`src/tcc_pkg.sv`:
```
package tcc_pkg;

  // Register offsets within the timer page
  localparam logic [7:0] OFF_CAP1_HIGH   = 8'hF0;
  localparam logic [7:0] OFF_CAP1_LOW    = 8'hF1;
  localparam logic [7:0] OFF_CAP2_HIGH   = 8'hF2;
  localparam logic [7:0] OFF_CAP2_LOW    = 8'hF3;
  localparam logic [7:0] OFF_CNT_HIGH    = 8'hF4;
  localparam logic [7:0] OFF_CNT_LOW     = 8'hF5;
  localparam logic [7:0] OFF_MIR_HIGH    = 8'hF6;
  localparam logic [7:0] OFF_MIR_LOW     = 8'hF7;
  localparam logic [7:0] OFF_CMP1_HIGH   = 8'hF8;
  localparam logic [7:0] OFF_CMP1_LOW    = 8'hF9;
  localparam logic [7:0] OFF_CMP2_HIGH   = 8'hFA;
  localparam logic [7:0] OFF_CMP2_LOW    = 8'hFB;
  localparam logic [7:0] OFF_CTRL_ONE    = 8'hFC;
  localparam logic [7:0] OFF_CTRL_TWO    = 8'hFD;
  localparam logic [7:0] OFF_STATUS      = 8'hFE;
  localparam logic [7:0] OFF_CTRL_THREE  = 8'hFF;

  // Reset values and counter maximum
  localparam logic [15:0] CNT_RESET      = 16'hFFFC;
  localparam logic [15:0] CNT_MAX        = 16'hFFFF;
  localparam logic [7:0]  CMP_HIGH_RESET = 8'h80;
  localparam logic [7:0]  CMP_LOW_RESET  = 8'h00;
  localparam logic [7:0]  CTRL_RESET     = 8'h00;

  // Control one fields
  localparam int CAP_IE_BIT   = 7;
  localparam int CMP_IE_BIT   = 6;
  localparam int OVF_IE_BIT   = 5;
  localparam int EDGE1_BIT    = 1;
  // Control two fields
  localparam int ONE_PULSE_BIT = 5;
  localparam int PWM_BIT       = 4;
  localparam int CLK_SEL_LSB   = 2;
  localparam int EDGE2_BIT     = 1;
  localparam int EXT_EDGE_BIT  = 0;
  // Control three fields
  localparam int OVF_SEL_BIT  = 3;
  localparam int CMP_SEL_BIT  = 2;
  localparam int CAP_SEL_BIT  = 1;
  localparam int GLOBAL_BIT   = 0;
  localparam logic [7:0] CTRL_THREE_MASK = 8'h0F;

  // Flag vector positions; status shows them in bits 7..3
  localparam int FLAG_CAP1 = 4;
  localparam int FLAG_CMP1 = 3;
  localparam int FLAG_OVF  = 2;
  localparam int FLAG_CAP2 = 1;
  localparam int FLAG_CMP2 = 0;

  // Prescaler terminal counts, one less than the divide ratio
  localparam logic [2:0] DIV4_LAST = 3'h3;
  localparam logic [2:0] DIV2_LAST = 3'h1;
  localparam logic [2:0] DIV8_LAST = 3'h7;

  typedef enum logic [1:0] {CLK_DIV4, CLK_DIV2, CLK_DIV8, CLK_EXT} clk_sel_e;

  typedef struct packed {
    logic       rd;
    logic       wr;
    logic [7:0] addr;
    logic [7:0] wdata;
  } reg_req_s;

  typedef struct packed {
    logic global_req;
    logic capture_req;
    logic compare_req;
    logic overflow_req;
  } irq_s;

endpackage

```
`src/capture_hold.sv`:
```
`timescale 1ns/1ps
// Edge detector and 16-bit latch for one capture input
module capture_hold #(
  parameter int W = 16
) (
  input  wire logic         sys_clk,
  input  wire logic         rst,
  input  wire logic         pin_in,
  input  wire logic         rising_sel,
  input  wire logic [W-1:0] count_in,
  output logic              event_out,
  output logic [W-1:0]      value_q
);

  logic pin_prev_q;

  // Edge select: rising when set, falling otherwise
  assign event_out = rising_sel ? (pin_in & ~pin_prev_q) : (~pin_in & pin_prev_q);

  // Previous pin level
  always_ff @(posedge sys_clk or posedge rst)
  begin
    if (rst)
      pin_prev_q <= 1'b0;
    else
      pin_prev_q <= pin_in;
  end

  // Counter snapshot; reset clears it to zero and it holds zero until the first event
  always_ff @(posedge sys_clk or posedge rst)
  begin
    if (rst)
      value_q <= '0;
    else if (event_out)
      value_q <= count_in;
  end

endmodule

```
`src/timer_capture_compare_regs.sv`:
```
`timescale 1ns/1ps
module timer_capture_compare_regs (
  input  wire logic             sys_clk,
  input  wire logic             rst,
  input  wire tcc_pkg::reg_req_s bus_req,
  output logic [7:0]            bus_rdata,
  input  wire logic             capture_input_one,
  input  wire logic             capture_input_two,
  input  wire logic             ext_clk_in,
  output tcc_pkg::irq_s         irq_out
);

  logic [7:0]  ctrl1_q, ctrl2_q, ctrl3_q;
  logic [7:0]  cmp1h_q, cmp1l_q, cmp2h_q, cmp2l_q;
  logic [15:0] cnt_q;
  logic [2:0]  presc_q;
  logic        ext_prev_q;
  logic [4:0]  flags_q, armed_q, flags_d, armed_d;
  logic [1:0]  inhibit_q;
  logic [7:0]  rdata_q, rd_mux;
  tcc_pkg::irq_s irq_q, irq_d;

  // Access decode; any read or write counts as an access
  wire       acc       = bus_req.rd | bus_req.wr;
  wire [7:0] a         = bus_req.addr;
  wire       st_acc    = acc && (a == tcc_pkg::OFF_STATUS);
  wire       cl_acc    = acc && (a == tcc_pkg::OFF_CNT_LOW);
  wire       acl_acc   = acc && (a == tcc_pkg::OFF_MIR_LOW);
  wire       c1l_acc   = acc && (a == tcc_pkg::OFF_CAP1_LOW);
  wire       c2l_acc   = acc && (a == tcc_pkg::OFF_CAP2_LOW);
  wire       o1l_acc   = acc && (a == tcc_pkg::OFF_CMP1_LOW);
  wire       o2l_acc   = acc && (a == tcc_pkg::OFF_CMP2_LOW);
  wire       wr_cl     = bus_req.wr && (a == tcc_pkg::OFF_CNT_LOW);
  wire       wr_acl    = bus_req.wr && (a == tcc_pkg::OFF_MIR_LOW);
  wire       wr_o1h    = bus_req.wr && (a == tcc_pkg::OFF_CMP1_HIGH);
  wire       wr_o1l    = bus_req.wr && (a == tcc_pkg::OFF_CMP1_LOW);
  wire       wr_o2h    = bus_req.wr && (a == tcc_pkg::OFF_CMP2_HIGH);
  wire       wr_o2l    = bus_req.wr && (a == tcc_pkg::OFF_CMP2_LOW);
  wire       wr_c1     = bus_req.wr && (a == tcc_pkg::OFF_CTRL_ONE);
  wire       wr_c2     = bus_req.wr && (a == tcc_pkg::OFF_CTRL_TWO);
  wire       wr_c3     = bus_req.wr && (a == tcc_pkg::OFF_CTRL_THREE);

  // Mode bits; PWM takes priority over one-pulse
  wire pwm_on  = ctrl2_q[tcc_pkg::PWM_BIT];
  wire opm_on  = ctrl2_q[tcc_pkg::ONE_PULSE_BIT] & ~pwm_on;
  wire tcc_pkg::clk_sel_e clk_sel =
    tcc_pkg::clk_sel_e'(ctrl2_q[tcc_pkg::CLK_SEL_LSB +: 2]);

  // Timer tick from prescaler or external clock edge
  logic [2:0] div_last;
  always_comb
  begin
    case (clk_sel)
      tcc_pkg::CLK_DIV4: div_last = tcc_pkg::DIV4_LAST;
      tcc_pkg::CLK_DIV2: div_last = tcc_pkg::DIV2_LAST;
      tcc_pkg::CLK_DIV8: div_last = tcc_pkg::DIV8_LAST;
      default:           div_last = tcc_pkg::DIV4_LAST;
    endcase
  end
  wire ext_edge = ctrl2_q[tcc_pkg::EXT_EDGE_BIT] ? (ext_clk_in & ~ext_prev_q)
                                                 : (~ext_clk_in & ext_prev_q);
  wire is_ext   = (clk_sel == tcc_pkg::CLK_EXT);
  wire cnt_tick = is_ext ? ext_edge : (presc_q == div_last);

  // Captures; the second pin flags even when it is only a port output
  logic        cap1_evt, cap2_evt;
  logic [15:0] cap1_val, cap2_val;

  capture_hold #(.W(16)) u_cap_one (
    .sys_clk    (sys_clk),
    .rst        (rst),
    .pin_in     (capture_input_one),
    .rising_sel (ctrl1_q[tcc_pkg::EDGE1_BIT]),
    .count_in   (cnt_q),
    .event_out  (cap1_evt),
    .value_q    (cap1_val)
  );

  capture_hold #(.W(16)) u_cap_two (
    .sys_clk    (sys_clk),
    .rst        (rst),
    .pin_in     (capture_input_two),
    .rising_sel (ctrl2_q[tcc_pkg::EDGE2_BIT]),
    .count_in   (cnt_q),
    .event_out  (cap2_evt),
    .value_q    (cap2_val)
  );

  // Compare matches, held off between high and low byte writes
  wire match1 = cnt_tick && (cnt_q == {cmp1h_q, cmp1l_q}) && !inhibit_q[0];
  wire match2 = cnt_tick && (cnt_q == {cmp2h_q, cmp2l_q}) && !inhibit_q[1];

  // Counter reload: software write, one-pulse trigger, or PWM period end
  wire cnt_reload = wr_cl | wr_acl | (opm_on & cap1_evt) | (pwm_on & match2);
  wire ovf_evt    = cnt_tick && (cnt_q == tcc_pkg::CNT_MAX) && !cnt_reload;

  // Flag sources in status order
  wire [4:0] set_vec = {cap1_evt, match1 & ~pwm_on & ~opm_on, ovf_evt,
                        cap2_evt, match2 & ~pwm_on};
  // Low-byte access per flag; mirror low is absent on purpose
  wire [4:0] low_vec = {c1l_acc, o1l_acc, cl_acc, c2l_acc, o2l_acc};
  wire [4:0] clr_vec = armed_q & low_vec;
  wire [4:0] en_vec  = {ctrl1_q[tcc_pkg::CAP_IE_BIT], ctrl1_q[tcc_pkg::CMP_IE_BIT],
                        ctrl1_q[tcc_pkg::OVF_IE_BIT], ctrl1_q[tcc_pkg::CAP_IE_BIT],
                        ctrl1_q[tcc_pkg::CMP_IE_BIT]};

  // Flag update; a new event beats a clear in the same cycle
  always_comb
  begin
    flags_d = set_vec | (flags_q & ~clr_vec);
    armed_d = st_acc ? flags_q : (armed_q & ~low_vec);
  end

  // Interrupt routing; level OR so the edge channel re-arms only at all-clear
  wire [4:0] gated = flags_q & en_vec;
  wire       glob  = ctrl3_q[tcc_pkg::GLOBAL_BIT];
  always_comb
  begin
    irq_d.global_req   = glob & (|gated);
    irq_d.capture_req  = ~glob & ctrl3_q[tcc_pkg::CAP_SEL_BIT]
                         & (gated[tcc_pkg::FLAG_CAP1] | gated[tcc_pkg::FLAG_CAP2]);
    irq_d.compare_req  = ~glob & ctrl3_q[tcc_pkg::CMP_SEL_BIT]
                         & (gated[tcc_pkg::FLAG_CMP1] | gated[tcc_pkg::FLAG_CMP2]);
    irq_d.overflow_req = ~glob & ctrl3_q[tcc_pkg::OVF_SEL_BIT] & gated[tcc_pkg::FLAG_OVF];
  end

  // Read mux; mirror pair shows the same count as the main pair
  always_comb
  begin
    case (a)
      tcc_pkg::OFF_CAP1_HIGH:  rd_mux = cap1_val[15:8];
      tcc_pkg::OFF_CAP1_LOW:   rd_mux = cap1_val[7:0];
      tcc_pkg::OFF_CAP2_HIGH:  rd_mux = cap2_val[15:8];
      tcc_pkg::OFF_CAP2_LOW:   rd_mux = cap2_val[7:0];
      tcc_pkg::OFF_CNT_HIGH:   rd_mux = cnt_q[15:8];
      tcc_pkg::OFF_CNT_LOW:    rd_mux = cnt_q[7:0];
      tcc_pkg::OFF_MIR_HIGH:   rd_mux = cnt_q[15:8];
      tcc_pkg::OFF_MIR_LOW:    rd_mux = cnt_q[7:0];
      tcc_pkg::OFF_CMP1_HIGH:  rd_mux = cmp1h_q;
      tcc_pkg::OFF_CMP1_LOW:   rd_mux = cmp1l_q;
      tcc_pkg::OFF_CMP2_HIGH:  rd_mux = cmp2h_q;
      tcc_pkg::OFF_CMP2_LOW:   rd_mux = cmp2l_q;
      tcc_pkg::OFF_CTRL_ONE:   rd_mux = ctrl1_q;
      tcc_pkg::OFF_CTRL_TWO:   rd_mux = ctrl2_q;
      tcc_pkg::OFF_STATUS:     rd_mux = {flags_q, 3'b000};
      tcc_pkg::OFF_CTRL_THREE: rd_mux = ctrl3_q;
      default:                 rd_mux = 8'h00;
    endcase
  end

  assign bus_rdata = rdata_q;
  assign irq_out   = irq_q;

  // Counter and prescaler; a reload also restarts the prescaler
  always_ff @(posedge sys_clk or posedge rst)
  begin
    if (rst)
    begin
      cnt_q      <= tcc_pkg::CNT_RESET;
      presc_q    <= '0;
      ext_prev_q <= 1'b0;
    end
    else
    begin
      ext_prev_q <= ext_clk_in;
      presc_q    <= (cnt_reload || cnt_tick || is_ext) ? 3'h0 : presc_q + 3'h1;
      if (cnt_reload)
        cnt_q <= tcc_pkg::CNT_RESET;
      else if (cnt_tick)
        cnt_q <= cnt_q + 16'h0001;
    end
  end

  // Writable registers; read-only offsets have no write path
  always_ff @(posedge sys_clk or posedge rst)
  begin
    if (rst)
    begin
      ctrl1_q <= tcc_pkg::CTRL_RESET;
      ctrl2_q <= tcc_pkg::CTRL_RESET;
      ctrl3_q <= tcc_pkg::CTRL_RESET;
      cmp1h_q <= tcc_pkg::CMP_HIGH_RESET;
      cmp1l_q <= tcc_pkg::CMP_LOW_RESET;
      cmp2h_q <= tcc_pkg::CMP_HIGH_RESET;
      cmp2l_q <= tcc_pkg::CMP_LOW_RESET;
    end
    else
    begin
      if (wr_c1)  ctrl1_q <= bus_req.wdata;
      if (wr_c2)  ctrl2_q <= bus_req.wdata;
      if (wr_c3)  ctrl3_q <= bus_req.wdata & tcc_pkg::CTRL_THREE_MASK;
      if (wr_o1h) cmp1h_q <= bus_req.wdata;
      if (wr_o1l) cmp1l_q <= bus_req.wdata;
      if (wr_o2h) cmp2h_q <= bus_req.wdata;
      if (wr_o2l) cmp2l_q <= bus_req.wdata;
    end
  end

  // Flags, arming, compare hold-off, read data and requests
  always_ff @(posedge sys_clk or posedge rst)
  begin
    if (rst)
    begin
      flags_q   <= '0;
      armed_q   <= '0;
      inhibit_q <= '0;
      rdata_q   <= 8'h00;
      irq_q     <= '0;
    end
    else
    begin
      flags_q   <= flags_d;
      armed_q   <= armed_d;
      inhibit_q <= {(inhibit_q[1] | wr_o2h) & ~wr_o2l, (inhibit_q[0] | wr_o1h) & ~wr_o1l};
      if (bus_req.rd)
        rdata_q <= rd_mux;
      irq_q     <= irq_d;
    end
  end
endmodule

```
`config.mk`:
```
export PLATFORM = sky130hd
export DESIGN_NAME = timer_capture_compare_regs
export DESIGN_NICKNAME = d
export VERILOG_FILES = /design/src/tcc_pkg.sv /design/src/capture_hold.sv /design/src/timer_capture_compare_regs.sv
export SDC_FILE = /design/constraint.sdc
export NUM_CORES = 1
export LEC_CHECK = 0
export BUFFER_PORTS_ARGS = -buffer_cell sky130_fd_sc_hd__buf_4
export CORE_AREA = 8 8 120 122
export DETAILED_ROUTE_END_ITERATION = 8
export DIE_AREA = 0 0 128 130
export PLACE_DENSITY = 0.76
export RECOVER_POWER = 50
export SLEW_MARGIN = 25
export SYNTH_ARGS = -nofsm -noshare
export SYNTH_HDL_FRONTEND = slang
export SYNTH_SLANG_ARGS = --single-unit
```
`constraint.sdc`:
```
create_clock -name sys_clk -period 3.4 [get_ports sys_clk]
set_clock_uncertainty 0.15 [all_clocks]
set_input_delay 0 -clock sys_clk [delete_from_list [all_inputs] [get_ports sys_clk]]
set_output_delay 0 -clock sys_clk [all_outputs]
set_load 0.1 [all_outputs]
```
==> impl_metrics.ini <==
[power_and_ir_drop]
fin_total_pwr_uw = 4980
power_density_mw_per_mm2 = 631
p_leak_uw = 0.00329
ir_drop_mv = 0.343

[placement]
gp_congestion = 0.975
io_buffers = 34
dpl.hpwl_um = 14400
place_ws_ns = 0.942

[critical_path]
crit_type = input port to register
cp-start-kind = input port
worstPathMaxFanout = 22
reg2reg_depth = 4
crit_required_ns = 3.56
worstSetupEndpointType = register
worst_ep_arrival_time_ns = 2.74

[sta]
tightest_slew_ns = 1.29
rsz0062_at_grt = no
finalCritPeriodShare = 0.757
finalSetupViolCount = 0
hold_viol_final = 0
maxSlewViolCount = 0
fin_crit_ns = 2.57
slew_headroom = 0.139
worst_slack_ns = 0.825
tns_ns = 0
timing.fmax_ghz = 0.388

[yosys]
synth_common_cells = 114 x dfrtp_1, 87 x mux2_2, 60 x nand2_1
synthCells = 614
synth_enable_flop_cells = 0
netlist_area_mm2 = 0.00686
synth_seq_cells = 130
async_reset_ff_frac = 1.00
yosys.cell_types.count = 62
yosysTopAreaCellShare = 0.416
ys_warn_count = 0
yosysSeqAreaShare = 0.477
syn_avg_cell_area_um2 = 11.2
synth_area_leader_cell = dfrtp_1
yosys_most_used_dff = dfrtp_1
synth.net_count = 639
synthTopCellsByArea = dfrtp_1 42%, mux2_2 14%, dfstp_2 6.1%
synth.most_common_cell = dfrtp_1

[global_routing]
grt_pass1_wl_um = 32800
first_global_vias = 5519
grt_start_max_net_pins = 69
antenna_found_initial = 0
grt_overflow_total = 0
grt_use_total = 0.266

[die]
die_y_um = 130
num_rows = 41
die_w_um = 128
fp.coreArea_mm2 = 0.0124
ioPinCount = 35
initial_core_util = 0.553
die_area_mm2 = 0.0166

[clock_tree]
cts_tree = yes
clkTransAtPathRegs_ns = 0.06
cts-resized-gates = 0
ctsHtreeMaxLevel = 4
post_cts_buffers = 0
clk_latency_ns = 0.43
cts_buffers = 17
root_buffer = clkbuf_16
cts_buffer_depth = 2
cts.sinks = 130

[job]
cap_violations = 0

[layout]
utilization = 0.636
drive_above_1_share = 0.263
antenna_cells = 0
syn_to_final_growth_pct = 15.0
final_nets = 678
fillers = 1047

[worst_hold_path]
holdPathStages = 4
hp-class = input port to register

[drt]
drcViolationCount = 0
antenna_left = 0
avgRoutedWirePerCell_um = 25.0
viasPerCell = 6.41
drt_iter0_markers = 692
vias = 5375
first_pass_iters = 5
wirelength_um = 20900

[outcome]
outcome = finished clean
power breakdown:
part | internal [µW] | total [µW] | switching [µW]
clock network | 1060 | 1770 | 713
logic | 485 | 950 | 465
registers | 1850 | 2260 | 412
total | 3390 | 4980 | 1590
cells in the final DEF (no fill, tap or decap), types with 4 or more instances in the layout:
cell	instances
nand3_1	14
a21oi_1	14
dfstp_2	16
nor2b_1	6
mux2i_1	18
buf_4	23
o32ai_1	5
xor2_1	16
and2_1	5
xnor2_1	33
inv_1	8
nand2b_1	4
nand2_1	60
clkbuf_1	18
clkbuf_16	17
and3_1	9
dlygate4sd3_1	18
dfrtp_1	114
o2bb2ai_1	4
nor3b_1	6
nor2_1	15
a22oi_1	10
nor4b_1	7
a32oi_1	5
clkinvlp_4	5
o21ai_0	18
o22ai_1	5
nand4_1	10
mux2_2	87
a31oi_1	9
a22o_1	6
and4_1	4
nor4_1	9
nor3_1	10
worst paths after layout:
check                                         start                           endpoint  slack [ns]
min in group asynchronous                       rst   u_cap_one.value_q[4]$_DFFE_PP0N_        0.55
hold / removal                           bus_req[9]               flags_q[1]$_DFF_PP0_        0.03
max in group asynchronous                       rst             cmp1l_q[7]$_DFFE_PP0P_        0.97
setup reg to reg             ctrl1_q[1]$_DFFE_PP0P_  u_cap_one.value_q[14]$_DFFE_PP0N_        0.86
hold reg to reg            bus_rdata[7]$_DFFE_PP0P_           bus_rdata[7]$_DFFE_PP0P_        0.34
setup / recovery                        bus_req[10]               armed_q[3]$_DFF_PP0_        0.83
timing repair:
action	in CTS	in global routing
hold buffers	18	0
hold endpoints to repair	182	0
endpoints found under the setup margin	0	0
sequential cells by signal, indices dropped and copies added, names as in the netlist:
| name | cells |
|---|---|
| flags_q | 5 |
| inhibit_q | 2 |
| ext_prev_q | 1 |
| cmp2h_q | 8 |
| u_cap_one.value_q | 16 |
| ctrl3_q | 4 |
| u_cap_two.pin_prev_q | 1 |
| armed_q | 5 |
| irq_out | 4 |
| cmp1h_q | 8 |
| cmp1l_q | 8 |
| ctrl2_q | 8 |
| u_cap_one.pin_prev_q | 1 |
| cnt_q | 16 |
| presc_q | 3 |
| cmp2l_q | 8 |
| bus_rdata | 8 |
| ctrl1_q | 8 |
| u_cap_two.value_q | 16 |
worst max-delay path: stages:
cell and delay [ns]:
dlygate4sd3_1 0.53, clkbuf_1 0.75, nand3_1 0.53, nor2_1 0.45, o21ai_0 0.19, a22o_1 0.28
kinds of logic after synthesis:
logic type / Yosys count / synth area share
AND/OR/NAND/NOR: 177 / 0.144
flip-flops: 130 / 0.477
multiplexers: 108 / 0.179
AO/OA/AOI/OAI: 96 / 0.0994
buffers and inverters: 52 / 0.0341
XOR/XNOR: 49 / 0.0626
adder cells (fa/ha/maj): 2 / 0.00365
through the flow:
stage / hold slack, ns / instances / area (µm²)
final: 0.0283 / 838 / 7890
after global routing: 0.0522 / 838 / 7890
after CTS: 0.00139 / 838 / 7970
after detailed placement: -0.190 / 788 / 7210
after global placement: -0.198 / 788 / 7210
after floorplan: -0.119 / 614 / 6860
metal layers:
layer / wire [µm] / GRT usage / vias to the layer above
li1: - / - / 2313
met1: 8740 / 0.332 / 2714
met2: 9630 / 0.409 / 276
met3: 1700 / 0.0840 / 72
met4: 873 / 0.135 / 0
met5: 0 / 0 / -
area by class of cell:
class | count | area [µm²] | share of cell area
multi-input cells | 432 | 3350 | 0.424
repair buffers | 62 | 440 | 0.0558
inverters | 10 | 38.8 | 0.00491
flip-flops and latches | 130 | 3270 | 0.415
clock inverters | 12 | 109 | 0.0138
clock buffers | 20 | 467 | 0.0591
well taps | 172 | 215 | 0.0273
(Power assumes the default switching activity.)
